==> src/mst_pkg.sv <==
package mst_pkg;
    localparam int ROWS = 9;
    localparam int COLS_PER_N = 270;
    localparam int OH_COLS_PER_N = 9;
    localparam int RSOH_ROWS = 3;
    localparam int B2_ROW = 4;
    localparam int B2_BYTES_PER_N = 3;
    localparam int K2_ROW = 4;
    localparam int K2_COL_PER_N = 6;
    localparam int M1_ROW = 8;
    localparam int M1_COL_PER_N = 5;
    localparam int M1_MAX_PER_N = 24;
    localparam int M1_SAT = 255;
    localparam logic [2:0] RDI_SET_CODE = 3'h6;
    localparam logic [2:0] RDI_CLR_CODE = 3'h0;
    localparam int CLK_HZ = 10_000_000;
    localparam int FRAME_US = 125;
    localparam int RDI_LIMIT_US = 250;
    localparam int RDI_LIMIT_CYC = RDI_LIMIT_US * (CLK_HZ / 1_000_000);
    localparam int OUT_DIV = 8;
    localparam int ERR_W = 12;

    typedef struct packed {
        logic start;
        logic [7:0] data;
    } mst_byte_t;
endpackage : mst_pkg

==> src/mst_source.sv <==
module mst_fifo #(
    parameter int WIDTH = 9,
    parameter int DEPTH = 32
) (
    input wire logic i_clk,
    input wire logic i_srst,
    input wire logic i_valid,
    output logic o_ready,
    input wire logic [WIDTH-1:0] i_data,
    output logic o_valid,
    input wire logic i_ready,
    output logic [WIDTH-1:0] o_data
);
    localparam int AW = $clog2(DEPTH);
    logic [WIDTH-1:0] mem [DEPTH];
    logic [AW:0] wr_reg;
    logic [AW:0] rd_reg;
    logic push;
    logic pop;

    assign o_ready = (wr_reg - rd_reg) != (AW + 1)'(DEPTH);
    assign o_valid = wr_reg != rd_reg;
    assign push = i_valid && o_ready;
    assign pop = o_valid && i_ready;
    assign o_data = mem[rd_reg[AW-1:0]];

    always_ff @(posedge i_clk) begin
        if (push) begin
            mem[wr_reg[AW-1:0]] <= i_data;
        end
    end

    always_ff @(posedge i_clk) begin
        if (i_srst) begin
            wr_reg <= '0;
            rd_reg <= '0;
        end else begin
            if (push) begin
                wr_reg <= wr_reg + 1'b1;
            end
            if (pop) begin
                rd_reg <= rd_reg + 1'b1;
            end
        end
    end
endmodule : mst_fifo

module mst_source #(
    parameter int N = 1,
    parameter int FIFO_DEPTH = 32
) (
    input wire logic i_clk,
    input wire logic i_srst,
    input wire logic i_adapted_frame_clock_in,
    input wire logic [7:0] i_adapted_frame_data_in,
    input wire logic i_adapted_frame_start_in,
    input wire logic i_remote_defect_request,
    input wire logic [mst_pkg::ERR_W-1:0] i_remote_error_count,
    input wire logic i_section_ready,
    output logic o_in_ready,
    output logic o_section_frame_clock_out,
    output logic [7:0] o_section_frame_data_out,
    output logic o_section_frame_start_out
);
    import mst_pkg::*;

    localparam int NCOL = COLS_PER_N * N;
    localparam int NB2 = B2_BYTES_PER_N * N;
    localparam int CW = $clog2(NCOL);
    localparam int IW = $clog2(NB2 + 1);
    localparam int M1_MAX = (M1_MAX_PER_N * N > M1_SAT) ? M1_SAT
                            : M1_MAX_PER_N * N;

    // Two-stage synchronisers on link pins
    logic [9:0] sync1_reg;
    logic [9:0] sync2_reg;
    logic clk_seen_reg;
    always_ff @(posedge i_clk) begin
        if (i_srst) begin
            sync1_reg <= '0;
            sync2_reg <= '0;
            clk_seen_reg <= 1'b0;
        end else begin
            sync1_reg <= {i_adapted_frame_clock_in,
                          i_adapted_frame_start_in,
                          i_adapted_frame_data_in};
            sync2_reg <= sync1_reg;
            clk_seen_reg <= sync2_reg[9];
        end
    end

    logic take;
    mst_byte_t in_b;
    assign take = sync2_reg[9] && !clk_seen_reg;
    assign in_b = mst_byte_t'(sync2_reg[8:0]);

    // Position of the next byte
    logic [3:0] row_reg;
    logic [CW-1:0] col_reg;
    logic [IW-1:0] idx_reg;
    logic [3:0] pos_row;
    logic [CW-1:0] pos_col;
    logic [IW-1:0] pos_idx;
    always_comb begin
        pos_row = in_b.start ? '0 : row_reg;
        pos_col = in_b.start ? '0 : col_reg;
        pos_idx = in_b.start ? '0 : idx_reg;
    end

    always_ff @(posedge i_clk) begin
        if (i_srst) begin
            row_reg <= '0;
            col_reg <= '0;
            idx_reg <= '0;
        end else if (take) begin
            idx_reg <= (pos_idx == IW'(NB2 - 1)) ? '0 : pos_idx + 1'b1;
            if (pos_col == CW'(NCOL - 1)) begin
                col_reg <= '0;
                row_reg <= (pos_row == 4'(ROWS - 1)) ? '0
                           : pos_row + 1'b1;
            end else begin
                col_reg <= pos_col + 1'b1;
                row_reg <= pos_row;
            end
        end
    end

    logic rsoh;
    logic is_b2;
    logic is_k2;
    logic is_m1;
    always_comb begin
        rsoh = (pos_row < 4'(RSOH_ROWS)) &&
               (pos_col < CW'(OH_COLS_PER_N * N));
        is_b2 = (pos_row == 4'(B2_ROW)) && (pos_col < CW'(NB2));
        is_k2 = (pos_row == 4'(K2_ROW)) &&
                (pos_col == CW'(K2_COL_PER_N * N));
        is_m1 = (pos_row == 4'(M1_ROW)) &&
                (pos_col == CW'(M1_COL_PER_N * N));
    end

    // Per-frame samples of the sink-side indications
    logic rdi_reg;
    logic [7:0] m1_reg;
    always_ff @(posedge i_clk) begin
        if (i_srst) begin
            rdi_reg <= 1'b0;
            m1_reg <= '0;
        end else if (take && in_b.start) begin
            rdi_reg <= i_remote_defect_request;
            m1_reg <= (i_remote_error_count > ERR_W'(M1_MAX)) ?
                      8'(M1_MAX) : i_remote_error_count[7:0];
        end
    end

    // Parity lanes, one per B2 byte
    logic [7:0] acc_reg [NB2];
    logic [7:0] b2_reg [NB2];
    logic [7:0] out_data;
    genvar g;
    generate
        for (g = 0; g < NB2; g++) begin : g_lane
            always_ff @(posedge i_clk) begin
                if (i_srst) begin
                    acc_reg[g] <= '0;
                    b2_reg[g] <= '0;
                end else if (take && in_b.start) begin
                    b2_reg[g] <= acc_reg[g];
                    acc_reg[g] <= '0;
                end else if (take && !rsoh && pos_idx == IW'(g)) begin
                    acc_reg[g] <= acc_reg[g] ^ out_data;
                end
            end
        end
    endgenerate

    always_comb begin
        out_data = in_b.data;
        if (is_b2) begin
            out_data = b2_reg[pos_idx];
        end else if (is_m1) begin
            out_data = m1_reg;
        end else if (is_k2) begin
            out_data[2:0] = rdi_reg ? RDI_SET_CODE : RDI_CLR_CODE;
        end
    end

    mst_byte_t f_out;
    logic f_valid;
    logic pop;
    mst_fifo #(
        .WIDTH($bits(mst_byte_t)),
        .DEPTH(FIFO_DEPTH)
    ) u_fifo (
        .i_clk(i_clk),
        .i_srst(i_srst),
        .i_valid(take),
        .o_ready(o_in_ready),
        .i_data({in_b.start, out_data}),
        .o_valid(f_valid),
        .i_ready(pop),
        .o_data(f_out)
    );

    // Output clock by divider; data changes on its falling edge
    logic [3:0] ph_reg;
    assign pop = (ph_reg == '0) && f_valid && i_section_ready;
    always_ff @(posedge i_clk) begin
        if (i_srst) begin
            ph_reg <= '0;
            o_section_frame_clock_out <= 1'b0;
            o_section_frame_data_out <= '0;
            o_section_frame_start_out <= 1'b0;
        end else if (pop) begin
            ph_reg <= 4'h1;
            o_section_frame_clock_out <= 1'b0;
            o_section_frame_data_out <= f_out.data;
            o_section_frame_start_out <= f_out.start;
        end else if (ph_reg != '0) begin
            ph_reg <= (ph_reg == 4'(OUT_DIV - 1)) ? '0 : ph_reg + 1'b1;
            o_section_frame_clock_out <= ph_reg >= 4'(OUT_DIV / 2 - 1);
        end
    end

    // Checks; lag counts frame starts since the request moved
    int unsigned lag_reg;
    always_ff @(posedge i_clk) begin
        if (i_srst || rdi_reg == i_remote_defect_request) begin
            lag_reg <= 0;
        end else if (take && in_b.start) begin
            lag_reg <= lag_reg + 1;
        end
    end
endmodule : mst_source

==> config.mk <==
export PLATFORM = sky130hd
export DESIGN_NAME = mst_source
export DESIGN_NICKNAME = d
export VERILOG_FILES = /design/src/mst_pkg.sv /design/src/mst_source.sv
export SDC_FILE = /design/constraint.sdc
export NUM_CORES = 1
export LEC_CHECK = 0
export BUFFER_PORTS_ARGS = -buffer_cell sky130_fd_sc_hd__buf_2
export CORE_UTILIZATION = 62
export CTS_CLUSTER_SIZE = 20
export DETAILED_ROUTE_END_ITERATION = 10
export PLACE_DENSITY = 0.79
export SLEW_MARGIN = 20
export SYNTH_ARGS = -nofsm -noshare
export SYNTH_HDL_FRONTEND = slang
export SYNTH_SLANG_ARGS = --single-unit
export TNS_END_PERCENT = 30
==> constraint.sdc <==
create_clock -name i_clk -period 5.1 [get_ports i_clk]
set_input_delay 0.255 -clock i_clk [delete_from_list [all_inputs] [get_ports i_clk]]
set_output_delay 0.255 -clock i_clk [all_outputs]
set_load 0.02 [all_outputs]
After elaboration in Yosys (flattened, before gate mapping) --
Memory sizes are Yosys's and may differ from the RTL's. A register that Yosys moved wholly into a read port is not among the register bits. Cells that the tools add are included.
Cells by class: add/sub/neg operators 7, $lt $le $gt $ge 5, eq/ne operators 10, mux-type cells 44, bitwise operators 12, reductions and logical operators 21
Operators with widths (count):
- 8-bit two-way mux | 11
- 8-bit XOR | 3
- 1-bit two-way mux | 21
- 9-bit by 3-bit equality test with 1-bit output (second input constant) | 2
- 9-bit two-way mux | 2
- 4-bit two-way mux | 4
- 1-bit logical AND | 14
- 6-bit by 1-bit adder with 6-bit output (second input constant) | 2
- 12-bit by 5-bit > comparator with 1-bit output (second input constant) | 1
- 9-bit by 1-bit adder with 9-bit output (second input constant) | 1
- 9-bit equality test (second input constant) | 1
- 9-bit by 2-bit less-than comparator with 1-bit output (second input constant) | 1
- 9-bit by 4-bit less-than comparator with 1-bit output (second input constant) | 1
- 3-bit two-way mux | 3
- 1-bit OR | 9
- 4-bit by 1-bit adder with 4-bit output (second input constant) | 2
- 4-bit by 3-bit equality test with 1-bit output (second input constant) | 2
- 6-bit inequality test | 1
- 6-bit inequality test (second input constant) | 1
- 6-bit subtractor | 1
- 5-bit two-way mux | 1
- 4-bit equality test (second input constant) | 1
- 4-bit by 2-bit greater-or-equal comparator with 1-bit output (second input constant) | 1
- 4-bit zero test | 1
- other kinds (10) | 12
Word-level totals: register bits after elaboration 62, bits in writable memories 336, bits of input ports 26, output and inout bits 11, logic and storage cells 115, memories 3
Memories:
- u_fifo.mem | depth 32, bits a word 9, rd ports 1, clocked after memory_dff 1, wr ports 1, line mst_source.sv:15 | logic [WIDTH-1:0] mem [DEPTH];
- acc_reg | depth 3, bits a word 8, rd ports 3, clocked after memory_dff 0, wr ports 3, line mst_source.sv:157 | logic [7:0] acc_reg [NB2];
- b2_reg | depth 3, bits a word 8, rd ports 1, clocked after memory_dff 0, wr ports 3, line mst_source.sv:158 | logic [7:0] b2_reg [NB2];

Logic depth before layout (Yosys ltp) --
Gate-level depths: netlist of the first run.
depth in word-level cells 11, mapped depth 13, gate-level depth less buffers 10

Modules after synthesis --
A second synthesis of the first run with hierarchy kept.
Unflattened totals: cell total of the unflattened synthesis 1106, area, all modules 17295.3 um^2
By module, submodules not included:
- mst_fifo | times used 1, cells an instance 564, area each 12051.6 um^2, sequential area each 8988.6 um^2
- mst_source | times used 1, cells an instance 542, area each 5243.8 um^2, sequential area each 2622.5 um^2

Worst setup path before layout of the first run --
Ideal clock, no wire load.
path kind flip-flop to flip-flop, from register u_fifo.rd_reg[1], to memory u_fifo.mem[12][0] (enable), library setup time 0.387 ns, data arrival time 3.141 ns, data required time 4.713 ns, path slack 1.572 ns, stages on the path, launching flop included 12, path buffers 2, clock period less this slack 3.528 ns, cells stage by stage dfxtp_1 clkbuf_1 clkbuf_1 inv_1 ha_1 or2_2 o22ai_1 nand3b_1 a311oi_1 a21oi_2 nand2_1 nor3_1
On the way: longest elaborated chain between the ends 5
RTL lines:
- from (decl) | line mst_source.sv:17 | logic [AW:0] rd_reg;
- from (signal assigned) | line mst_source.sv:42 | rd_reg <= rd_reg + 1'b1;
- 6-bit subtractor | line mst_source.sv:21 | assign o_ready = (wr_reg - rd_reg) != (AW + 1)'(DEPTH);
- 6-bit inequality test | line mst_source.sv:21
- 1-bit logical AND | line mst_source.sv:23 | assign push = i_valid && o_ready;
- 1-bit two-way mux | line mst_source.sv:28 | if (push) begin
- 1-bit two-way mux (not written as such) | line mst_source.sv:29 | mem[wr_reg[AW-1:0]] <= i_data;
- to (decl) | line mst_source.sv:15
Every way passes these cells.

Worst setup path in the final report of the first run --
from register sync2_reg[8], to memory u_fifo.mem[25][7] (data pin)
On the way: longest elaborated chain between the ends 5, elaborated cells on any way between the ends 12, classes of those cells order compare (1); eq/ne (3); mux (5); reduce/logical (2); memory (1)
RTL lines:
- from (decl) | line mst_source.sv:76 | logic [9:0] sync2_reg;
- from (signal assigned) | line mst_source.sv:87 | sync2_reg <= sync1_reg;
- branches (longest 4 deep; another with 9-bit by 2-bit less-than comparator with 1-bit output)
- 8-bit two-way mux * | line mst_source.sv:179 | if (is_b2) begin
- via out_data[7] | line mst_source.sv:159 | logic [7:0] out_data;
Mark *: on every way through the listed nets, which the timed path passes.

==> metrics.md, run 1 <==
| Metric | Value |
|---|---|
| Run status | complete, but fails checks |
| Failing checks | DRC |
| Synth Net Count | 1,065 |
| Initial antenna violation count | 0 |
| Synthesized area | 16,640 µm² |
| Max Cap Viol | 0 |
| Post-CTS sizing | 0 |
| Final Hold Viols | 0 |
| Filler cell count | 1,589 |
| Die area | 27,490 µm² |
| Worst r2r src | sync2_reg[8] |
| Internal power | 0.005434 W |
| Clock latency at the later pin of the worst-skew pair | 0.54 ns |
| Crit path DAT | 3.87 ns |
| Crit-path slowest cell | dfxtp_2 |
| Cells after DPL | 1,375 |
| Number of flip-flops in the largest register | 288 |
| Core area | 26,210 µm² |
| Post-synth EDFFs | 336 |
| Max VDD drop | 0.3995 mV |
| CTS sink count | 407 |
| R2R Path End | u_fifo.mem[25][7] |
| Root Buffer Master | clkbuf_16 |
| GP Congestion | 0.7938 |
| Distinct cells, synth | 57 |
| Initial DRC Count | 1,347 |
| Total gr overflow | 0 |
| Most frequent cells in the layout | edfxtp_1 (336), nor2_1 (105), mux4_2 (90) |
| Sequential area share after synthesis | 69.18% |
| Die W | 165.8 µm |
| Sequential power share | 53.2% |
| Worst-Margin Slew | 1.177 ns |
| Slew HR | 21.23% |
| Crit path cell chain | nor2b_1 -> inv_1 -> ha_1 -> nor2b_1 -> and2_1 -> and3_1 -> mux2_1 -> mux2i_2 -> inv_1 |
| Largest net degree at the start of global routing | 75 |
| Kind of cell adding the most delay to the critical path | simple AND/OR/NAND/NOR gates |
| Clock transition at path regs | 0.06 ns |
| First-pass iteration count of the detailed router | 8 |
| Routed WL | 36.61 mm |
| Ports placed on the boundary | 37 |
| Seq cells post-synth | 407 |
| Number of global-route vias before repair | 9,517 |
| Synth Flop Type | edfxtp_1 |
| First-pass GRT wire length | 56.19 mm |
| Setup CP Type | flip-flop to flip-flop |
| Yosys warning count | 0 |
| N_diodes | 0 |
| Setup TNS | 0 ns |
| Min Clock Period, post-route | 3.761 ns |
| Worst-path fanout max | 32 |
| HPWL Detailed | 21.20 mm |
| Cts hold-fix bufs | 15 |
| R2R setup slack | 1.34 ns |
| Routed Antenna Nets | 0 |
| Hold Startpoint | i_adapted_frame_data_in[2] |
| Required @ worst endpoint | 5.21 ns |
| Hold/Removal Path Class | input pin to flip-flop |
| Post-Syn Instances | 1,022 |
| Power per cell area | 370.7 nW/µm² |
| CTS Buffer Depth | 3 |
| Top cell type's share of synthesized area | 60.64% |
| CP peak stage delay | 0.60 ns |
| Fmax | 0.2659 GHz |
| Number of remaining DRC errors | 7 |
| Hold Path Depth | 2 |
| RSZ-0062 raised after global routing | false |
| Final net count | 1,141 |
| Worst Setup Start Kind | flip-flop |
| Layout cells sized above 1 | 21.68% |
| Buf+Inv Stages, Crit Path | 2 |
| Commonest non-fill, non-tap cell in the layout | edfxtp_1 |
| Hold Path End | sync1_reg[2] |
| Clk network pwr share | 40.0% |
| Total track usage | 27.75% |
| Die Y-Extent | 165.8 µm |
| Post-Layout Cell Count | 1,465 |
| NetSw | 0.001498 W |
| Yosys top cell by area | edfxtp_1 |
| Switching Share | 21.61% |
| Worst Setup End Kind | flip-flop |
| Via count | 9,320 |
| Synth async-reset ratio | 0% |
| Largest cells by area after synthesis | edfxtp_1 (61%), mux4_2 (12%), dfxtp_1 (8.5%) |
| Port bufs | 36 |
| Comb power frac | 6.8% |
| Vias per inst | 6.362 |
| DR WL/cell | 24.99 µm |
| Lkg Pwr | 6.325 nW |
| P&R area growth vs syn | 12.39% |
| Post-CTS Setup Bufs | 0 |
| R2R depth | 9 |
| H-tree depth | 2 |
| Final Skew | 0.02187 ns |
| FP Rows | 59 |
| Setup-failing EPs final | 0 |
| Initial core utilization | 63.49% |
| Number of buffers created by CTS | 41 |
| Final Power | 0.006931 W |
| Max Slew Vio Count | 0 |
| Ratio of final minimum period to clock period | 73.74% |
| Syn Area/Cell | 16.28 µm² |
| CTS tree | done |
cells in the mapped netlist, drive strengths merged, types with 3 or more instances:
cell type and count:
or3b 4, nand3b 4, nand3 12, a311oi 10
and2 28, edfxtp 336, nand4 5, clkbuf 42
ha 17, mux2 8, a22o 5, o22ai 3
mux2i 8, nor2b 43, xor2 24, nor3 14
nand4b 3, nor4 4, a22oi 9, xnor2 12
buf 14, a221oi 5, dfxtp 71, a21oi 28
or3 4, nand2b 6, o21ai 18, mux4 90
or4 5, nand2 45, nor2 105, inv 23
cells by family after synthesis:
kind of cell             share of synthesized area [%]
adder cells (fa/ha/maj)                          1.278
XOR/XNOR                                         1.895
multiplexers                                     13.42
AND/OR/NAND/NOR                                  8.813
flip-flops                                       69.18
buffers and inverters                            1.910
AO/OA/AOI/OAI                                    3.504
cell type report:
class	count	area (µm²)	share of cell area, %
multi-input cells	536	4815	25.75
repair buffers	89	615.6	3.292
inverters	23	86.33	0.4617
well taps	335	419.2	2.242
clock buffers	56	1144	6.116
clock inverters	19	100.1	0.5353
flip-flops and latches	407	11520	61.61
power groups by stage:
stage	clock, W	combinational (W)	sequential (W)
final	0.00277	0.000474	0.00369
after global routing	0.00294	0.000518	0.00369
after CTS	0.00281	0.000477	0.00369
after detailed placement	0	0.000464	0.00376
after global placement	0	0.000455	0.00375
after floorplan	0	0.000363	0.00373
how the worst max path moves through the flow:
| stage | slack [ns] | endpoint | start | cells after the start |
|---|---|---|---|---|
| after CTS | 1.40 | u_fifo.mem[29][7] | sync2_reg[8] | 9 |
| after global placement | 1.49 | u_fifo.mem[30][7] | sync2_reg[8] | 7 |
| final | 1.34 | u_fifo.mem[25][7] | sync2_reg[8] | 9 |
| after detailed placement | 1.40 | u_fifo.mem[16][7] | sync2_reg[8] | 9 |
| after global routing | 1.09 | u_fifo.mem[2][3] | u_fifo.rd_reg[2] | 10 |
| after floorplan | 1.57 | u_fifo.mem[12][0] | u_fifo.rd_reg[1] | 11 |
routing by layer:
layer | part of all wire [%] | wire length (µm) | global-route usage (%) | vias to the layer above
met4 | 3.7 | 1366 | 11.82 | 0
met1 | 39 | 14280 | 38.05 | 4689
met2 | 48 | 17500 | 44.29 | 481
li1 | - | - | - | 4058
met3 | 9.4 | 3459 | 5.291 | 92
met5 | 0 | 0 | 0 | -
per-stage QoR:
step                      util [%]  hold slack, ns  worst slack, ns  instance area, µm²
after global routing         71.35         0.01671            1.088               18700
after floorplan                  -          0.3807            1.572               16640
after global placement       66.03          0.4262            1.490               17310
final                        71.35         0.02352            1.339               18700
after detailed placement     66.03          0.4261            1.402               17310
after CTS                    71.35         0.01176            1.401               18700
(Power assumes the default switching activity.)
==> run 2: changes to the inputs <==
--- a/config.mk
+++ b/config.mk
@@ -6,10 +6,10 @@
 export NUM_CORES = 1
 export LEC_CHECK = 0
 export BUFFER_PORTS_ARGS = -buffer_cell sky130_fd_sc_hd__buf_2
-export CORE_UTILIZATION = 62
+export CORE_UTILIZATION = 56
 export CTS_CLUSTER_SIZE = 20
 export DETAILED_ROUTE_END_ITERATION = 10
-export PLACE_DENSITY = 0.79
+export PLACE_DENSITY = 0.75
 export SLEW_MARGIN = 20
 export SYNTH_ARGS = -nofsm -noshare
 export SYNTH_HDL_FRONTEND = slang
==> constraint.sdc (replaced) <==
create_clock -name i_clk -period 3.2 [get_ports i_clk]
set_input_delay 0.16 -clock i_clk [delete_from_list [all_inputs] [get_ports i_clk]]
set_output_delay 0.16 -clock i_clk [all_outputs]
set_load 0.02 [all_outputs]
==> run 2 against run 1 <==
  * Final area is 2.1% higher
  * Critical path type unchanged
  * Sequential power is 58% higher
  * Sequential share of layout area is 1.3 points lower
  * Core utilization is 5.3 points lower
  * The run now ends clean
  * Global-route usage is 3.2 points lower
  * Sequential cell count stayed put
  * Largest cell class unchanged
  * Via count is 0.39% higher
  * First-iteration DRC count is 28% lower
  * Worst setup slack worse by 1.2 ns
  * Combinational power is 76% higher
  * Cell count is 5.7% higher
==> metrics.md, run 2 (synthesized netlist as in run 1, its figures left out) <==
| Metric | Value |
|---|---|
| Layout cells sized above 1 | 24.64% (+3.0 points) |
| Crit-path slowest cell | dfxtp_1 |
| Max VDD drop | 0.4782 mV (+20%) |
| Design area | 19,100 µm² (+2.1%) |
| Die W | 174.4 µm (+5.2%) |
| Hold Path Depth | 5 (+3) |
| Port bufs | 36 (unchanged) |
| DR WL/cell | 23.10 µm (-7.6%) |
| Min Clock Period, post-route | 3.044 ns (-0.7164 ns) |
| Hold Path End | m1_reg[4] |
| CTS Buffer Depth | 3 (unchanged) |
| Vias per inst | 6.040 (-5.1%) |
| Post-Layout Cell Count | 1,549 (+5.7%) |
| Hold Startpoint | i_remote_error_count[9] |
| Most frequent cells in the layout | edfxtp_1 (336), nor2_1 (105), mux4_2 (90) |
| Max Cap Viol | 0 (unchanged) |
| Cells after DPL | 1,463 (+6.4%) |
| Largest net degree at the start of global routing | 76 (+1.3%) |
| First-pass iteration count of the detailed router | 5 (-3) |
| Number of buffers created by CTS | 40 (-2.4%) |
| Worst-path fanout max | 9 (-72%) |
| Slew HR | 29.21% (+8.0 points) |
| HPWL Detailed | 21.52 mm (+1.5%) |
| Worst setup margin | 0.1557 ns (-1.184 ns) |
| Setup CP Type | flip-flop to flip-flop |
| Post-CTS Setup Bufs | 0 (unchanged) |
| Ratio of final minimum period to clock period | 95.14% (+21 points) |
| Cell Area, Placed | 17,700 µm² (+2.3%) |
| Initial DRC Count | 973 (-28%) |
| GP Congestion | 0.8072 (+1.7%) |
| Lkg Pwr | 6.520 nW (+3.1%) |
| Crit path DAT | 3.20 ns (-0.67 ns) |
| Setup-failing EPs final | 0 (unchanged) |
| Final net count | 1,180 (+3.4%) |
| Commonest non-fill, non-tap cell in the layout | edfxtp_1 |
| Routed Antenna Nets | 0 (unchanged) |
| R2R Path End | u_fifo.mem[15][7] |
| First-pass GRT wire length | 55.77 mm (-0.75%) |
| R2R setup slack | 0.16 ns (-1.18 ns) |
| P&R area growth vs syn | 14.79% |
| Crit path cell chain | inv_1 -> ha_1 -> nor2b_1 -> o221ai_1 -> a21oi_1 -> xnor2_1 -> a21o_1 -> buf_4 -> or3_1 -> inv_1 |
| CTS sink count | 407 (unchanged) |
| Number of flip-flops in the largest register | 288 (unchanged) |
| Total gr overflow | 0 (unchanged) |
| Initial core utilization | 57.50% (-6.0 points) |
| Worst Setup End Kind | flip-flop |
| Worst Setup Start Kind | flip-flop |
| FP Rows | 62 (+5.1%) |
| Final Hold Viols | 0 (unchanged) |
| Number of remaining DRC errors | 0 (-7) |
| Power per cell area | 583.2 nW/µm² (+57%) |
| Max Slew Vio Count | 0 (unchanged) |
| Filler cell count | 1,941 (+22%) |
| RSZ-0062 raised after global routing | false |
| Number of global-route vias before repair | 9,425 (-0.97%) |
| Worst-Margin Slew | 1.058 ns (-0.1193 ns) |
| Clock transition at path regs | 0.06 ns (about the same) |
| Clock latency at the later pin of the worst-skew pair | 0.54 ns (about the same) |
| Final core utilization | 66.01% (-5.3 points) |
| R2R depth | 10 (+1) |
| Hold/Removal Path Class | input pin to flip-flop |
| CTS tree | done |
| Ports placed on the boundary | 37 (unchanged) |
| H-tree depth | 2 (unchanged) |
| Routed WL | 35.78 mm (-2.3%) |
| N_diodes | 0 (unchanged) |
| Required @ worst endpoint | 3.36 ns (-1.85 ns) |
| Run status | complete, no violations |
| Total track usage | 24.57% (-3.2 points) |
| Die area | 30,400 µm² (+11%) |
| CP peak stage delay | 0.43 ns (-0.17 ns) |
| Final Skew | 0.02296 ns (+0.001087 ns) |
| Worst hold slack | 0.04205 ns (+0.01853 ns) |
| Core area | 28,940 µm² (+10%) |
| Root Buffer Master | clkbuf_16 |
| Worst r2r src | u_fifo.wr_reg[0] |
| Fmax | 0.3285 GHz (+24%) |
| Die Y-Extent | 174.4 µm (+5.2%) |
| Setup WS pre-CTS | 0.1239 ns (-1.278 ns) |
| Via count | 9,356 (+0.39%) |
| Crit-path most repeated cell | inv_1 |
| Initial antenna violation count | 0 (unchanged) |
[run 2: repair_timing]
item / in CTS / in global routing
hold buffers: 16 / 0
gates resized for setup: 0 / 1
setup endpoints to repair: 0 / 32
hold endpoints to repair: 16 / 0
[run 2: how the worst max path moves through the flow]
stage | from | to | slack (ns) | cells past startpoint
floorplan | u_fifo.rd_reg[1] | u_fifo.mem[28][0] | -0.09 | 11
global placement | col_reg[4] | u_fifo.mem[7][4] | 0.16 | 8
detailed placement | col_reg[4] | u_fifo.mem[9][4] | 0.12 | 8
CTS | col_reg[4] | u_fifo.mem[9][4] | 0.1 | 8
global route | u_fifo.wr_reg[0] | u_fifo.mem[15][7] | 0.01 | 10
finish | u_fifo.wr_reg[0] | u_fifo.mem[15][7] | 0.16 | 10
[run 2: area by class of cell]
cell class,count,area (µm²),area share (%)
clock buffers,57,1135,5.942
clock inverters,13,101.3,0.5306
inverters,23,90.09,0.4717
well taps,384,480.5,2.516
flip-flops and latches,407,11520,60.33
repair buffers,129,930.9,4.874
multi-input cells,536,4840,25.34
[run 2: worst max-delay path, delay by kind of cell, from the launching register on]
kind            cells  cell delay, ns
simple gates        2            0.52
flops               1            0.43
buf+inv             3            0.74
compound gates      3            0.60
fa+ha+maj           1            0.22
xor+xnor            1            0.15
[run 2: report_power, final]
part	internal, W	switching [W]
Combinational	0.000399	0.000437
Clock	0.00255	0.00191
Sequential	0.00578	0.0000526
Total	0.00874	0.00240
[run 2: metal layers]
metal  part of all wire [%]  vias up  wire (µm)  GRT usage [%]
met5                      0        -          0              0
met4                    2.9        0       1039          8.077
met3                    6.9       73       2473          4.440
met2                     49      373      17400          39.72
met1                     42     4775      14860          34.02
li1                       -     4135          -              -
[run 2: per-stage QoR]
step | total power, W | setup TNS (ns)
2_1_floorplan | 0.006530 | -18.14
3_3_place_gp | 0.006754 | 0
3_5_place_dp | 0.006772 | 0
4_1_cts | 0.01121 | 0
5_1_grt | 0.01150 | 0
6_report | 0.01114 | 0
